--- src/spp_pkg.sv ---
// package for the shared-pin parallel port: widths, selectors, reset values, carriers
package spp_pkg;

  // ---------------------------------------------------------------------------
  // sizes
  // ---------------------------------------------------------------------------
  localparam int unsigned PORT_WIDTH = 16;
  localparam int unsigned SYNC_STAGES = 2;

  // ---------------------------------------------------------------------------
  // register selector codes (no bus: a local access port picks the register)
  // ---------------------------------------------------------------------------
  localparam logic [1:0] SEL_DIRECTION = 2'h0;
  localparam logic [1:0] SEL_LATCH     = 2'h1;
  localparam logic [1:0] SEL_PIN_LEVEL = 2'h2;

  // ---------------------------------------------------------------------------
  // reset values
  // ---------------------------------------------------------------------------
  localparam logic [PORT_WIDTH-1:0] DIRECTION_RESET = 16'hffff;
  localparam logic [PORT_WIDTH-1:0] LATCH_RESET     = 16'h0000;
  localparam logic [PORT_WIDTH-1:0] IMPL_MASK_DEF   = 16'hffff;
  localparam logic [PORT_WIDTH-1:0] INPUT_ONLY_DEF  = 16'h0000;

  // ---------------------------------------------------------------------------
  // access state machine
  // ---------------------------------------------------------------------------
  typedef enum logic [1:0] {
    SPP_IDLE = 2'b01,
    SPP_DONE = 2'b10
  } spp_state_type;

  // ---------------------------------------------------------------------------
  // carriers
  // ---------------------------------------------------------------------------
  typedef struct packed {
    logic                  write;
    logic [1:0]            sel;
    logic [PORT_WIDTH-1:0] wdata;
  } spp_req_type;

  typedef struct packed {
    logic [PORT_WIDTH-1:0] enable;
    logic [PORT_WIDTH-1:0] drive;
    logic [PORT_WIDTH-1:0] data;
  } spp_periph_type;

  typedef struct packed {
    logic [PORT_WIDTH-1:0] data;
    logic [PORT_WIDTH-1:0] oe;
  } spp_pad_out_type;

endpackage

--- src/spp_sync.sv ---
// two-stage synchroniser for the pad inputs, one per bit
`timescale 1ns/1ps
module spp_sync #(
  parameter int unsigned WIDTH = 16
) (
  // clock and reset
  input  wire logic             mclk_in,
  input  wire logic             reset_n_in,
  // data
  input  wire logic [WIDTH-1:0] async_in,
  output logic      [WIDTH-1:0] sync_out
);

  logic [WIDTH-1:0] stage1_reg;
  logic [WIDTH-1:0] stage2_reg;

  // ---------------------------------------------------------------------------
  // per-bit flops; stage one feeds stage two only
  // ---------------------------------------------------------------------------
  genvar g;
  generate
    for (g = 0; g < WIDTH; g = g + 1) begin : g_bit
      always_ff @(posedge mclk_in) begin
        if (!reset_n_in) begin
          stage1_reg[g] <= 1'b0;
          stage2_reg[g] <= 1'b0;
        end else begin
          stage1_reg[g] <= async_in[g];
          stage2_reg[g] <= stage1_reg[g];
        end
      end
    end
  endgenerate

  assign sync_out = stage2_reg;

endmodule

--- src/spp_port.sv ---
// shared-pin parallel port: direction, latch, pin read and peripheral muxing
//
// Overview of operation
// - an enabled peripheral that is actively driving owns pin output data and control over the port
// - port output does not loop back into a sharing peripheral's input while the port drives, but can reach it for up to three cycles after release
// - peripheral actively driving: port driver off, pin level still readable
// - peripheral enabled but idle: port may drive the pin
// - direction bit 1 means input, 0 means output
// - after any reset every implemented direction bit is input
// - latch read returns latch contents; latch write updates latch
// - pin-level read returns pins; pin-level write updates the latch
// - unimplemented bits: latch, direction and pin level read zero
// - pins shared only with input functions are dedicated port pins
`timescale 1ns/1ps
module spp_port #(
  parameter logic [spp_pkg::PORT_WIDTH-1:0] IMPL_MASK  = spp_pkg::IMPL_MASK_DEF,
  parameter logic [spp_pkg::PORT_WIDTH-1:0] INPUT_ONLY = spp_pkg::INPUT_ONLY_DEF
) (
  // clock and reset
  input  wire logic                               mclk_in,
  input  wire logic                               reset_n_in,
  // register access port
  input  wire logic                               req_valid_in,
  input  wire spp_pkg::spp_req_type               req_in,
  output logic                                    ack_out,
  output logic [spp_pkg::PORT_WIDTH-1:0]          rdata_out,
  // peripherals sharing the pins
  input  wire spp_pkg::spp_periph_type            periph_in,
  output logic [spp_pkg::PORT_WIDTH-1:0]          periph_pin_out,
  // pads
  input  wire logic [spp_pkg::PORT_WIDTH-1:0]     pad_in,
  output spp_pkg::spp_pad_out_type                pad_out,
  // status
  output logic [spp_pkg::PORT_WIDTH-1:0]          pin_direction_out,
  output logic [spp_pkg::PORT_WIDTH-1:0]          output_latch_out
);

  localparam int unsigned W = spp_pkg::PORT_WIDTH;

  // stored state
  logic [W-1:0]               pin_direction_reg;
  logic [W-1:0]               output_latch_reg;
  logic [W-1:0]               rdata_reg;
  logic [W-1:0]               rdata_next;
  spp_pkg::spp_state_type     state_reg;
  spp_pkg::spp_state_type     state_next;

  // access decode
  logic                       take;
  logic                       wr_direction;
  logic                       wr_latch;
  logic                       rd_take;
  logic [W-1:0]               wdata_masked;

  // pin levels and readable views
  logic [W-1:0]               pin_level_reg;
  logic [W-1:0]               dir_view;
  logic [W-1:0]               latch_view;
  logic [W-1:0]               pin_view;

  // pin ownership and pad drive
  logic [W-1:0]               shared_pins;
  logic [W-1:0]               periph_enabled;
  logic [W-1:0]               periph_idle;
  logic [W-1:0]               periph_owns;
  logic [W-1:0]               port_drives;
  logic [W-1:0]               pad_oe_next;
  logic [W-1:0]               pad_oe_reg;
  logic [W-1:0]               pad_data_next;
  logic [W-1:0]               pad_data_reg;
  logic [W-1:0]               periph_pin_next;
  logic [W-1:0]               periph_pin_reg;
  genvar                      g;

  // ---------------------------------------------------------------------------
  // pin sampling
  // ---------------------------------------------------------------------------
  // a pin that moves near the clock edge must not reach two readers differently
  spp_sync #(
    .WIDTH (W)
  ) u_sync (
    .mclk_in    (mclk_in),
    .reset_n_in (reset_n_in),
    .async_in   (pad_in),
    .sync_out   (pin_level_reg)
  );

  // ---------------------------------------------------------------------------
  // access handshake: one request per two cycles, ack for one cycle
  // ---------------------------------------------------------------------------
  assign take = req_valid_in && (state_reg == spp_pkg::SPP_IDLE);

  always_comb begin
    case (state_reg)
      spp_pkg::SPP_IDLE: begin
        if (take) begin
          state_next = spp_pkg::SPP_DONE;
        end else begin
          state_next = spp_pkg::SPP_IDLE;
        end
      end
      spp_pkg::SPP_DONE: begin
        state_next = spp_pkg::SPP_IDLE;
      end
      default: begin
        state_next = spp_pkg::SPP_IDLE;
      end
    endcase
  end

  always_ff @(posedge mclk_in) begin
    if (!reset_n_in) begin
      state_reg <= spp_pkg::SPP_IDLE;
    end else begin
      state_reg <= state_next;
    end
  end

  // a request held through the ack cycle is refused there and taken one cycle later
  assign ack_out = (state_reg == spp_pkg::SPP_DONE);

  // ---------------------------------------------------------------------------
  // access decode: a write through the pin-level selector lands in the latch
  // ---------------------------------------------------------------------------
  assign wdata_masked = req_in.wdata & IMPL_MASK;

  always_comb begin
    wr_direction = 1'b0;
    wr_latch     = 1'b0;
    rd_take      = 1'b0;
    if (take) begin
      if (req_in.write) begin
        case (req_in.sel)
          spp_pkg::SEL_DIRECTION: begin
            wr_direction = 1'b1;
          end
          spp_pkg::SEL_LATCH: begin
            wr_latch = 1'b1;
          end
          spp_pkg::SEL_PIN_LEVEL: begin
            wr_latch = 1'b1;
          end
          default: begin
            // unmapped selector: the write is dropped
            wr_latch = 1'b0;
          end
        endcase
      end else begin
        rd_take = 1'b1;
      end
    end
  end

  // ---------------------------------------------------------------------------
  // direction register, one flop per pin; a set bit makes the pin an input
  // ---------------------------------------------------------------------------
  // the port leaves a pad undriven from reset until software clears its direction bit; a driving peripheral can still drive it
  generate
    for (g = 0; g < W; g = g + 1) begin : g_dir
      always_ff @(posedge mclk_in) begin
        if (!reset_n_in) begin
          pin_direction_reg[g] <= spp_pkg::DIRECTION_RESET[g] & IMPL_MASK[g];
        end else if (wr_direction) begin
          pin_direction_reg[g] <= wdata_masked[g];
        end
      end
    end
  endgenerate

  // ---------------------------------------------------------------------------
  // output latch, one flop per pin: written through latch or pin-level selector
  // ---------------------------------------------------------------------------
  generate
    for (g = 0; g < W; g = g + 1) begin : g_latch
      always_ff @(posedge mclk_in) begin
        if (!reset_n_in) begin
          output_latch_reg[g] <= spp_pkg::LATCH_RESET[g] & IMPL_MASK[g];
        end else if (wr_latch) begin
          output_latch_reg[g] <= wdata_masked[g];
        end
      end
    end
  endgenerate

  // ---------------------------------------------------------------------------
  // readable views: bits that do not exist read as zero on every path
  // ---------------------------------------------------------------------------
  generate
    for (g = 0; g < W; g = g + 1) begin : g_view
      assign dir_view[g]   = pin_direction_reg[g] & IMPL_MASK[g];
      assign latch_view[g] = output_latch_reg[g] & IMPL_MASK[g];
      assign pin_view[g]   = pin_level_reg[g] & IMPL_MASK[g];
    end
  endgenerate

  // ---------------------------------------------------------------------------
  // read data, captured at the request edge and held until the next read
  // ---------------------------------------------------------------------------
  // the mux follows the selector only; the capture strobe decides what is kept
  always_comb begin
    case (req_in.sel)
      spp_pkg::SEL_DIRECTION: begin
        rdata_next = dir_view;
      end
      spp_pkg::SEL_LATCH: begin
        rdata_next = latch_view;
      end
      spp_pkg::SEL_PIN_LEVEL: begin
        rdata_next = pin_view;
      end
      default: begin
        rdata_next = '0;
      end
    endcase
  end

  always_ff @(posedge mclk_in) begin
    if (!reset_n_in) begin
      rdata_reg <= '0;
    end else if (rd_take) begin
      rdata_reg <= rdata_next;
    end
  end

  assign rdata_out = rdata_reg;

  // ---------------------------------------------------------------------------
  // pin classes
  // ---------------------------------------------------------------------------
  // input-only functions never compete for the driver, so their pins stay dedicated port pins
  assign shared_pins = IMPL_MASK & ~INPUT_ONLY;

  // ---------------------------------------------------------------------------
  // ownership: an actively driving peripheral wins, an idle one leaves the port
  // ---------------------------------------------------------------------------
  generate
    for (g = 0; g < W; g = g + 1) begin : g_own
      assign periph_enabled[g] = shared_pins[g] && periph_in.enable[g];
      assign periph_idle[g]    = periph_enabled[g] && !periph_in.drive[g];
      assign periph_owns[g]    = periph_enabled[g] && periph_in.drive[g];
      assign port_drives[g]    = IMPL_MASK[g] && !pin_direction_reg[g] &&
                                 (!periph_enabled[g] || periph_idle[g]);
    end
  endgenerate

  // ---------------------------------------------------------------------------
  // output control mux
  // ---------------------------------------------------------------------------
  // registered so a pad enable never glitches while its owner changes
  generate
    for (g = 0; g < W; g = g + 1) begin : g_oe
      assign pad_oe_next[g] = periph_owns[g] | port_drives[g];
      always_ff @(posedge mclk_in) begin
        if (!reset_n_in) begin
          pad_oe_reg[g] <= 1'b0;
        end else begin
          pad_oe_reg[g] <= pad_oe_next[g];
        end
      end
    end
  endgenerate

  // ---------------------------------------------------------------------------
  // output data mux; an undriven pad carries zero so a stale latch never shows
  // ---------------------------------------------------------------------------
  generate
    for (g = 0; g < W; g = g + 1) begin : g_data
      assign pad_data_next[g] = periph_owns[g] ? periph_in.data[g] : (port_drives[g] & output_latch_reg[g]);
      always_ff @(posedge mclk_in) begin
        if (!reset_n_in) begin
          pad_data_reg[g] <= 1'b0;
        end else begin
          pad_data_reg[g] <= pad_data_next[g];
        end
      end
    end
  endgenerate

  // ---------------------------------------------------------------------------
  // peripheral input path
  // ---------------------------------------------------------------------------
  generate
    for (g = 0; g < W; g = g + 1) begin : g_back
      // while the port drives, the peripheral sees its idle zero, not the latch
      assign periph_pin_next[g] = port_drives[g] ? 1'b0 : pin_view[g];
      always_ff @(posedge mclk_in) begin
        if (!reset_n_in) begin
          periph_pin_reg[g] <= 1'b0;
        end else begin
          periph_pin_reg[g] <= periph_pin_next[g];
        end
      end
    end
  endgenerate

  // ---------------------------------------------------------------------------
  // outputs
  // ---------------------------------------------------------------------------
  // pads
  assign pad_out.data      = pad_data_reg;
  assign pad_out.oe        = pad_oe_reg;

  // peripherals
  assign periph_pin_out    = periph_pin_reg;

  // status
  assign pin_direction_out = pin_direction_reg;
  assign output_latch_out  = output_latch_reg;

endmodule

--- config.mk ---
export PLATFORM = sky130hd
export DESIGN_NAME = spp_port
export DESIGN_NICKNAME = d
export VERILOG_FILES = /design/src/spp_pkg.sv /design/src/spp_sync.sv /design/src/spp_port.sv
export SDC_FILE = /design/constraint.sdc
export NUM_CORES = 1
export LEC_CHECK = 0
export BUFFER_PORTS_ARGS = -buffer_cell sky130_fd_sc_hd__buf_2
export CORE_UTILIZATION = 45
export DETAILED_ROUTE_END_ITERATION = 6
export HOLD_SLACK_MARGIN = 0.06
export PLACE_DENSITY = 0.74
export SLEW_MARGIN = 40
export SYNTH_ARGS = -nofsm -noshare
export SYNTH_HDL_FRONTEND = slang
export SYNTH_SLANG_ARGS = --single-unit
--- constraint.sdc ---
create_clock -name mclk_in -period 1.8 [get_ports mclk_in]
set_input_delay 0.18 -clock mclk_in [delete_from_list [all_inputs] [get_ports mclk_in]]
set_output_delay 0.18 -clock mclk_in [all_outputs]
set_load 0.005 [all_outputs]
==> run summary, run 1 <==
Vias in the first global route - 4,656
Number of placed I/O pins - 183
Number of I/O port buffers - 182
Hold Worst Slack - 140.1 ps
Timing endpoint of the critical path - pad_out[25]
Average vias per placed instance - 4.934
Met2 usage in global routing - 46.85%
Clock latency at the later pin of the worst-skew pair - 510 ps
All-layer global routing usage - 25.75%
Post-synthesis sequential area ratio - 54.12%
Final hold violations - 0
Arrival time worst endpoint - 2230 ps
PwrDens - 910.8 nW/um^2
Worst setup slack after placement - 356.2 ps
Switching power share of the total - 22.74%
Post-route setup slack - 23.54 ps
Max Root-Sink Buffers - 2
Beginning of the critical path - periph_in[41]
Met1 demand-to-capacity share in global routing - 28.02%
Most used DFF post-synth - sky130_fd_sc_hd__dfxtp_1
Maximum fanout encountered on the critical timing path - 3
First-pass iteration count of the detailed router - 7
Synthesized area - 4808 sq um
Register-to-Register Path Depth - 4
Setup repair after global routing missed its margin - false
Synthesized instance count - 460
Met3 track utilization from global routing - 5.937%
Via count of the routed design - 4,534
Run status - finished clean
CP delay by family, top - buffers and inverters
Register bit total from synthesis - 130
Post CTS Setup Buffer Count - 0
CP cell instances - dlygate4sd3_1 > buf_2 > nand3_1 > dlygate4sd3_1 > a21boi_1 > dlygate4sd3_1
Slowest CP cell - sky130_fd_sc_hd__dlygate4sd3_1
Final count of pins violating max slew - 0
Largest net degree at the start of global routing - 100
Clk Tree Root Cell - sky130_fd_sc_hd__clkbuf_8
Last weighted congestion value of the routability-driven placer - 0.7694
Number of design rule violations left after detail routing - 0
Number of diodes added for antenna fixing - 0
Area of the die - 11,100 sq um
Gr busiest metal - met2
Setup Viol. Count Final - 0
End of the worst register-to-register path - rdata_out[13]
Post-synth cell types - 27
Average footprint of a synthesized cell - 10.45 sq um
Number of logic stages on the critical path including buffering - 6
Count of warnings emitted by yosys - 0
Count of clock tree sinks - 130
First-pass GRT wire length - 22.35 mm
Initial DRC Count - 271
Final HPWL DP - 7.957 mm
CP max stage delay - 580 ps
DIE WIDTH - 105.4 microns
H-tree depth - 4
Number of antenna violations at the first check in global routing - 0
Largest register FFs - 32
Number of rows in the core area - 37
Number of filler cells placed in the layout - 711
Setup crit start kind - input port
Flop pwr share - 43.6%
Worst rel slew slack - 53.71%
Net switching power - 1.586 mW
Maximum clock frequency - 562.9 MHz
Power share of the combinational group - 9.8%
Cell-internal power - 5.387 mW
Buffering stage count on the worst path with inverters included - 4
Setup_tns - 0 ps
Starting density of the core - 46.58%
Detail Route Antenna Nets - 0
Global route total overflow - 0
FF-to-FF Start - state_reg[0]
Layout cell share with drive strength beyond 1 - 29.89%
Worst path required time - 2250 ps
Average wire per standard cell - 15.13 microns
Top cell by count, worst path - sky130_fd_sc_hd__dlygate4sd3_1
Layout Skew - 8.455 ps
Max-cap violations - 0
Clock-pin slew reported for the worst setup and hold paths after clock tree synthesis - 60 ps
Worst Setup Path Type - input port to flop
Floorplan die height - 105.4 microns
Inserted Clock Buffers - 17
Worst VDD drop - 0.6788 mV
R2r setup slk - 410 ps
Number of flops mapped to enable cells by yosys - 0
Minimum clock period - 1776 ps
Post-Syn Nets - 550
Nets@finish - 860
Path class of the lowest-slack min-delay path - input port to flop
Core area - 10,320 sq um
Actual slew at the worst max-slew pin - 694.3 ps
Total Routed Length - 13.90 mm
Area added between synthesis and finish - 59.22%
Crit share post-route - 98.69%
CTS tree - done
Critical Path Sink Type - flop
Static power due to leakage - 3.430 nW
Share of synthesized registers carrying an async set or reset - 0%
Share of power burned in the clock network - 46.6%
==> synth_stat cells, drive strengths merged (4+ instances only) <==
master	number	area, sq um
a21boi	33	251.5
a21oi	16	80.08
a222oi	16	160.2
and2	32	200.2
buf	13	113.9
clkbuf	14	52.55
dfxtp	130	2603
ha	4	50.05
inv	4	15.01
mux2i	32	320.3
nand2	64	240.2
nand3	16	80.08
nand3b	16	120.1
nor2	16	60.06
nor2b	32	200.2
o2bb2ai	16	202.7
==> routing by layer <==
| layer | wire length, microns | vias up |
|---|---|---|
| met5 | 0 | - |
| met2 | 7187 | 170 |
| met4 | 371 | 0 |
| met3 | 749 | 30 |
| li1 | - | 2216 |
| met1 | 5592 | 2118 |
==> area by class of cell <==
type,instances,area (sq um),share of cell area (%)
clock buffer,20,435.4,5.687
clock inverter,12,133.9,1.749
inverter,4,15.01,0.1961
multi-input combinational,299,2024,26.44
sequential,130,2603,33.99
tap,136,170.2,2.223
timing repair buffer,318,2275,29.71
==> cells in the final DEF (no fill, tap or decap), drive strengths merged <==
| cell | count |
|---|---|
| nand3b | 16 |
| or3 | 1 |
| mux2i | 32 |
| dlygate4sd3 | 126 |
| and3 | 2 |
| a21oi | 16 |
| o2bb2ai | 16 |
| buf | 192 |
| clkinvlp | 2 |
| clkbuf | 20 |
| nand4b | 1 |
| nand3 | 16 |
| a21boi | 33 |
| and3b | 1 |
| ha | 4 |
| bufinv | 2 |
| nand2 | 64 |
| and2 | 32 |
| dfxtp | 130 |
| and2b | 1 |
| nor2 | 16 |
| a222oi | 16 |
| clkinv | 7 |
| nor2b | 32 |
| inv | 5 |
==> power by group through the flow <==
stage / Clock [mW] / Sequential [mW] / Combinational, mW
after floorplan: 0 / 3.09 / 0.251
after global placement: 0 / 3.10 / 0.468
after detailed placement: 0 / 3.10 / 0.484
after CTS: 3.29 / 3.04 / 0.660
after global routing: 3.41 / 3.05 / 0.743
final: 3.25 / 3.04 / 0.680
==> worst min-delay path by stage <==
stage / from / to / slack (ps) / cells after the start
after CTS: req_in[18] / rdata_out[4] / 110 / 3
after detailed placement: pad_in[12] / u_sync.stage1_reg[12] / 390 / 2
final: req_in[18] / rdata_out[4] / 140 / 3
after global routing: req_in[18] / rdata_out[4] / 160 / 3
after global placement: pad_in[7] / u_sync.stage1_reg[7] / 390 / 2
after floorplan: req_valid_in / state_reg[0] / 280 / 1
==> metrics by stage <==
step / area (sq um) / instances / utilization, % / power, mW
floorplan: 4808 / 460 / - / 3.345
global placement: 5806 / 760 / 56.24 / 3.566
detailed placement: 5806 / 760 / 56.24 / 3.583
CTS: 7636 / 918 / 73.97 / 6.990
global route: 7656 / 919 / 74.16 / 7.209
finish: 7656 / 919 / 74.16 / 6.973
==> worst reg2reg max path: stages, from the launching register on <==
cell and delay, ps:
sky130_fd_sc_hd__dfxtp_1 370, sky130_fd_sc_hd__nand4b_4 110, sky130_fd_sc_hd__or3_1 410, sky130_fd_sc_hd__buf_4 240, sky130_fd_sc_hd__o2bb2ai_2 180
==> repair_timing <==
action | 4_1_cts | 5_1_grt
hold endpoints to repair | 98 | 0
hold buffers | 126 | 0
resized for setup | 0 | 6
setup endpoints to repair | 0 | 6
==> cell families after synthesis <==
| logic type | after synthesis | share of synthesized area (%) |
|---|---|---|
| multiplexers | 32 | 6.662 |
| adder cells (fa/ha/maj) | 4 | 1.041 |
| flip-flops | 130 | 54.12 |
| AND/OR/NAND/NOR | 182 | 19.96 |
| buffers and inverters | 31 | 3.773 |
| AO/OA/AOI/OAI | 81 | 14.44 |
(Power assumes the default switching activity.)
==> run 2, diff against run 1 <==
--- a/config.mk
+++ b/config.mk
@@ -5,11 +5,13 @@
 export SDC_FILE = /design/constraint.sdc
 export NUM_CORES = 1
 export LEC_CHECK = 0
+export ABC_AREA = 1
 export BUFFER_PORTS_ARGS = -buffer_cell sky130_fd_sc_hd__buf_2
+export CORE_ASPECT_RATIO = 0.8
 export CORE_UTILIZATION = 45
 export DETAILED_ROUTE_END_ITERATION = 6
 export HOLD_SLACK_MARGIN = 0.06
-export PLACE_DENSITY = 0.74
+export PLACE_DENSITY = 0.75
 export SLEW_MARGIN = 40
 export SYNTH_ARGS = -nofsm -noshare
 export SYNTH_HDL_FRONTEND = slang
==> run 2 against run 1 <==
- first-iteration DRC count rose by 28%
- critical path depth down 1
- synthesized cell count grew 30%
- maximum frequency increased by 30%
- clock skew is 2.2 ps higher
- register-to-register slack gained 20 ps
- critical endpoint is now output_latch_out[2]
- clock power increased by 3%
==> run summary, run 2 <==
Detail Route Antenna Nets - 0
Minimum clock period - 1371 ps
CP delay by family, top - simple AND/OR/NAND/NOR gates
First-pass GRT wire length - 23.11 mm
Utilization of the core after routing - 71.30%
Cell area after placement - 5632 sq um
Number of I/O port buffers - 182
Quantity of gates resized following cts - 0
Setup Viol. Count Final - 0
Final hold violations - 0
Run status - finished clean
Post-synthesis sequential area ratio - 56.38%
Worst VDD drop - 0.9119 mV
Post-Syn Nets - 687
Number of design rule violations left after detail routing - 0
Count of warnings emitted by yosys - 0
H-tree depth - 4
Starting density of the core - 47.05%
Share of power burned in the clock network - 47.2%
Setup_tns - 0 ps
End of the worst register-to-register path - output_latch_out[2]
Vias in the first global route - 4,748
Non-filler cells in the finished layout - 1,006
Post-route setup slack - 429.4 ps
Most used DFF post-synth - sky130_fd_sc_hd__dfxtp_1
Net switching power - 1.630 mW
Layout cell share with drive strength beyond 1 - 26.44%
CTS tree - done
Post-synth cell types - 21
All-layer global routing usage - 28.47%
Static power due to leakage - 3.604 nW
Clk Tree Root Cell - sky130_fd_sc_hd__clkbuf_16
Number of diodes added for antenna fixing - 0
Area share of the largest cell type after synthesis - 56.38%
Average vias per placed instance - 4.820
First-pass iteration count of the detailed router - 7
Actual slew at the worst max-slew pin - 565.8 ps
Nets@finish - 947
Layout Skew - 10.62 ps
Most used cells in the layout excluding fill and tap cells - sky130_fd_sc_hd__nand2_1 (193), sky130_fd_sc_hd__buf_2 (182), sky130_fd_sc_hd__dfxtp_1 (130)
Setup crit start kind - flop
Worst rel slew slack - 62.24%
Count leader, synth - sky130_fd_sc_hd__nand2_1
Maximum clock frequency - 729.6 MHz
Count of clock tree sinks - 130
Average footprint of a synthesized cell - 7.731 sq um
Cell-internal power - 5.463 mW
Hold Worst Slack - 84.92 ps
Area of the die - 10,670 sq um
Buffering stage count on the worst path with inverters included - 1
Library cell occupying the most area in the post-synthesis netlist - sky130_fd_sc_hd__dfxtp_1
Floorplan die height - 92.59 microns
Switching power share of the total - 22.97%
Commonest cells post-synth - sky130_fd_sc_hd__nand2_1 (193), sky130_fd_sc_hd__dfxtp_1 (130), sky130_fd_sc_hd__nor2_1 (66)
Final count of pins violating max slew - 0
Average wire per standard cell - 14.36 microns
Global route total overflow - 0
Synthesized area - 4616 sq um
Max-cap violations - 0
Setup repair after global routing missed its margin - false
Critical Path Sink Type - flop
Post CTS Setup Buffer Count - 0
Share of synthesized registers carrying an async set or reset - 0%
Crit share post-route - 76.14%
Post-route design area - 6994 sq um
Worst setup slack after placement - 237.5 ps
Slowest CP cell - sky130_fd_sc_hd__dfxtp_1
Initial DRC Count - 347
Number of rows in the core area - 32
Arrival time worst endpoint - 1660 ps
PwrDens - 1014 nW/um^2
Maximum fanout encountered on the critical timing path - 17
Worst hold path cell count - 3
CP cell instances - nor2_4 > nand2_4 > clkinv_2 > nor2_1 > nor2_1
Path class of the lowest-slack min-delay path - input port to flop
Cell types with the largest area share after synthesis - sky130_fd_sc_hd__dfxtp_1 (56%), sky130_fd_sc_hd__nand2_1 (16%), sky130_fd_sc_hd__nor2_1 (5.4%), sky130_fd_sc_hd__a21oi_1 (5.2%), sky130_fd_sc_hd__nand3_1 (5.2%)
R2r setup slk - 430 ps
CTS hold repair buffers - 78
Most common cell after layout, fill and taps aside - sky130_fd_sc_hd__nand2_1
Clock-pin slew reported for the worst setup and hold paths after clock tree synthesis - 60 ps
Total Routed Length - 14.45 mm
Largest register FFs - 32
Top cell by count, worst path - sky130_fd_sc_hd__nor2_1
Final HPWL DP - 8.853 mm
Max Root-Sink Buffers - 2
Register bit total from synthesis - 130
Last weighted congestion value of the routability-driven placer - 0.8356
Flop pwr share - 43.4%
Total power of the final layout - 7.093 mW
Number of flops mapped to enable cells by yosys - 0
Synthesized instance count - 597
Via count of the routed design - 4,849
Power share of the combinational group - 9.4%
Number of antenna violations at the first check in global routing - 0
Clock latency at the later pin of the worst-skew pair - 410 ps
Inserted Clock Buffers - 17
Endpoint, Worst Hold - pad_out[0]
Source of the worst hold timing path - periph_in[32]
Largest net degree at the start of global routing - 56
DIE WIDTH - 115.2 microns
CP max stage delay - 430 ps
Cell count after placement - 896
Number of placed I/O pins - 183
FF-to-FF Start - state_reg[1]
Worst Setup Path Type - flop to flop
Register-to-Register Path Depth - 5
Worst path required time - 2090 ps
Area added between synthesis and finish - 51.53%
Core area - 9809 sq um
[run 2: final cells by class]
type / count / area [sq um]
repair buffers: 268 / 1764
clock inverters: 10 / 107.6
clock buffers: 22 / 474.2
inverters: 59 / 224.0
flip-flops and latches: 130 / 2603
well taps: 136 / 170.2
fillers: 748 / 2815
multi-input cells: 381 / 1652
[run 2: power by group through the flow]
stage / registers [mW] / logic [mW] / clock network (mW)
after floorplan: 3.12 / 0.263 / 0
after global placement: 3.13 / 0.502 / 0
after detailed placement: 3.13 / 0.516 / 0
final: 3.08 / 0.667 / 3.35
after global routing: 3.08 / 0.739 / 3.52
after CTS: 3.07 / 0.650 / 3.37
[run 2: worst reg2reg max path: stages, from the launching register on]
cell	delay (ps)
sky130_fd_sc_hd__dfxtp_1	430
sky130_fd_sc_hd__nor2_4	100
sky130_fd_sc_hd__nand2_4	180
sky130_fd_sc_hd__clkinv_2	270
sky130_fd_sc_hd__nor2_1	200
sky130_fd_sc_hd__nor2_1	70
[run 2: worst max-delay path by stage]
| stage | from | endpoint | slack (ps) | cells past startpoint |
|---|---|---|---|---|
| final | state_reg[1] | output_latch_out[2] | 430 | 5 |
| after global placement | req_in[16] | output_latch_out[10] | 330 | 9 |
| after global routing | state_reg[1] | output_latch_out[2] | 330 | 5 |
| after CTS | state_reg[1] | output_latch_out[2] | 450 | 5 |
| after floorplan | req_in[16] | output_latch_out[0] | 660 | 9 |
| after detailed placement | req_in[16] | output_latch_out[2] | 240 | 9 |
[run 2: layer usage]
layer	GRT usage, %	up-vias	wire length, microns
met5	0	-	0
met4	10.61	0	351
met3	9.293	34	1171
met2	47.24	262	6747
met1	34.24	2176	6174
li1	-	2377	-
[run 2: kinds of logic (layout without fill, tap and decap cells)]
family	Yosys count	in the layout	share of synthesized area (%)
AO/OA/AOI/OAI	64	64	6.939
AND/OR/NAND/NOR	313	313	27.76
buffers and inverters	86	359	7.834
adder cells (fa/ha/maj)	4	4	1.084
flip-flops	130	130	56.38
==> run 3, diff against run 2 <==
--- a/config.mk
+++ b/config.mk
@@ -8,7 +8,7 @@
 export ABC_AREA = 1
 export BUFFER_PORTS_ARGS = -buffer_cell sky130_fd_sc_hd__buf_2
 export CORE_ASPECT_RATIO = 0.8
-export CORE_UTILIZATION = 45
+export CORE_UTILIZATION = 43
 export DETAILED_ROUTE_END_ITERATION = 6
 export HOLD_SLACK_MARGIN = 0.06
 export PLACE_DENSITY = 0.75
==> constraint.sdc (replaced) <==
create_clock -name mclk_in -period 1.1 [get_ports mclk_in]
set_input_delay 0.11 -clock mclk_in [delete_from_list [all_inputs] [get_ports mclk_in]]
set_output_delay 0.11 -clock mclk_in [all_outputs]
set_load 0.005 [all_outputs]
==> run 3 against run 2 <==
- the flow now finishes with violations (negative setup slack)
- core utilization is 5.0 points higher
- flip-flop and latch count stayed put
- largest power group unchanged
- cell area is 13% higher
- register-to-register slack worse by 550 ps
- die area is 4.6% higher
- largest cell class unchanged
- critical path type unchanged
- non-clock buffer count is 23 higher
- critical path depth is 2 higher
- sequential share of layout area is 3.7 points lower
==> run summary, run 3 (synthesis results as in run 2) <==
Count of clock tree sinks - 130
Register area - 2639 sq um
Number of rows in the core area - 33
Largest register FFs - 32
Cell count after placement - 916
Maximum clock frequency - 818.0 MHz
Setup_tns - -3266 ps
Worst Setup Path Type - flop to flop
Setup Viol. Count Final - 49
Worst path required time - 1410 ps
Clock latency at the later pin of the worst-skew pair - 420 ps
Final HPWL DP - 8.927 mm
Crit share post-route - 111.1%
Worst setup slack after placement - -214.8 ps
Max-cap violations - 0
Number of placed I/O pins - 183
Number of I/O port buffers - 182
Floorplan die height - 94.67 microns
Area of the multi-input gates - 2062 sq um
Nets@finish - 970
Clk Tree Root Cell - sky130_fd_sc_hd__clkbuf_16
Area added between synthesis and finish - 70.67%
Starting density of the core - 44.72%
Source of the worst hold timing path - periph_in[37]
R2r setup slk - -120 ps
Vias in the first global route - 4,700
Most used cells in the layout excluding fill and tap cells - sky130_fd_sc_hd__buf_2 (182), sky130_fd_sc_hd__nand2_1 (163), sky130_fd_sc_hd__dfxtp_1 (107)
CTS tree - done
Post-route setup slack - -122.4 ps
Setup crit start kind - flop
PwrDens - 1601 nW/um^2
Via count of the routed design - 4,943
Minimum clock period - 1222 ps
Most common cell after layout, fill and taps aside - sky130_fd_sc_hd__buf_2
DIE WIDTH - 117.8 microns
Largest net degree at the start of global routing - 45
First-pass iteration count of the detailed router - 4
Initial DRC Count - 255
Number of diodes added for antenna fixing - 0
Layout Skew - 7.398 ps
Run status - finished, violations left
Total Routed Length - 15.38 mm
All-layer global routing usage - 26.63%
Maximum fanout encountered on the critical timing path - 8
Area of the die - 11,150 sq um
Worst VDD drop - 1.052 mV
Beginning of the critical path - state_reg[0]
Average wire per standard cell - 14.89 microns
Layout cell share with drive strength beyond 1 - 39.98%
First-pass GRT wire length - 22.92 mm
Arrival time worst endpoint - 1530 ps
Non-filler cells in the finished layout - 1,033
Actual slew at the worst max-slew pin - 244.0 ps
Total power of the final layout - 12.61 mW
Last weighted congestion value of the routability-driven placer - 0.7823
Average vias per placed instance - 4.785
Path class of the lowest-slack min-delay path - input port to flop
FF-to-FF Start - state_reg[0]
Critical Path Sink Type - flop
Number of antenna violations at the first check in global routing - 0
Clock-pin slew reported for the worst setup and hold paths after clock tree synthesis - 60 ps
Worst hold path cell count - 5
Final hold violations - 0
H-tree depth - 4
Register-to-Register Path Depth - 7
Max Root-Sink Buffers - 2
Inserted Clock Buffers - 17
Endpoint, Worst Hold - pad_out[21]
Static power due to leakage - 3.933 nW
End of the worst register-to-register path - output_latch_out[11]
Setup repair after global routing missed its margin - true
Failing checks - negative setup slack
Worst rel slew slack - 83.73%
Detail Route Antenna Nets - 0
Number of filler cells placed in the layout - 696
Global route total overflow - 0
Core area - 10,320 sq um
Final count of pins violating max slew - 0
Number of design rule violations left after detail routing - 0
run 3: cell count changes in the layout (fill, tap and decap cells not counted), moves of 6 or more:
| cell | previous run | this run |
|---|---|---|
| sky130_fd_sc_hd__buf_6 | 0 | 6 |
| sky130_fd_sc_hd__dfxtp_2 | 0 | 20 |
| sky130_fd_sc_hd__nand2_1 | 193 | 163 |
| sky130_fd_sc_hd__o21ai_2 | 0 | 12 |
| sky130_fd_sc_hd__nand3_1 | 48 | 23 |
| sky130_fd_sc_hd__clkinv_2 | 7 | 1 |
| sky130_fd_sc_hd__buf_12 | 1 | 9 |
| sky130_fd_sc_hd__nand3_2 | 0 | 25 |
| sky130_fd_sc_hd__nand2_4 | 1 | 21 |
| sky130_fd_sc_hd__o21ai_0 | 15 | 0 |
| sky130_fd_sc_hd__a21oi_2 | 0 | 10 |
| sky130_fd_sc_hd__dfxtp_1 | 130 | 107 |
| sky130_fd_sc_hd__nand2_2 | 2 | 11 |
| sky130_fd_sc_hd__a21oi_1 | 48 | 38 |
run 3: repair_timing:
action                                  in CTS  in global routing
cloned                                       1                  1
hold buffers                                80                  0
endpoints found under the setup margin      53                 64
gates resized for setup                     67                 91
endpoints found under the hold margin       94                  0
buffers inserted                             4                  0
pin swaps                                    9                 20
run 3: how the worst max path moves through the flow:
| stage | endpoint | slack, ps |
|---|---|---|
| floorplan | output_latch_out[0] | -1 |
| global placement | output_latch_out[10] | -150 |
| detailed placement | output_latch_out[7] | -210 |
| CTS | ack_out | -60 |
| global route | output_latch_out[4] | -150 |
| finish | output_latch_out[11] | -120 |
run 3: per-layer routing:
layer / GRT usage (%) / share of wire (%) / up-vias
li1: - / - / 2414
met2: 47.55 / 52 / 196
met5: 0 / 0 / -
met4: 10.90 / 1.9 / 0
met1: 31.15 / 41 / 2302
met3: 6.099 / 5.6 / 31
run 3: power by group:
| part | switching (mW) | total [mW] | internal (mW) | leakage (nW) |
|---|---|---|---|---|
| Sequential | 0.129 | 5.03 | 4.91 | 1.06 |
| Combinational | 0.665 | 1.35 | 0.688 | 2.56 |
| Clock | 2.18 | 6.23 | 4.05 | 0.311 |
| Total | 2.97 | 12.6 | 9.64 | 3.93 |
run 3: cell type report:
| type | instances | area share, % |
|---|---|---|
| clock inverter | 15 | 2.922 |
| sequential | 130 | 33.50 |
| inverter | 59 | 2.938 |
| multi-input combinational | 381 | 26.18 |
| clock buffer | 17 | 5.400 |
| timing repair buffer | 291 | 26.84 |
| tap | 140 | 2.224 |
run 3: critical path: stages, from the launching register on:
cell                        delay [ps]
sky130_fd_sc_hd__dfxtp_2           340
sky130_fd_sc_hd__nand2_4            50
sky130_fd_sc_hd__nor2_4            140
sky130_fd_sc_hd__buf_6             140
sky130_fd_sc_hd__nand2_8            70
sky130_fd_sc_hd__clkbuf_16         180
sky130_fd_sc_hd__o21ai_2           130
sky130_fd_sc_hd__nor2_1             60
run 3: per-stage QoR:
| stage | util (%) | instance area, sq um | hold slack (ps) |
|---|---|---|---|
| finish | 76.32 | 7878 | 62.93 |
| global route | 76.32 | 7878 | 104.2 |
| global placement | 56.68 | 5851 | 291.3 |
| detailed placement | 56.68 | 5851 | 292.7 |
| floorplan | - | 4637 | 207.6 |
| CTS | 72.82 | 7517 | 82.32 |
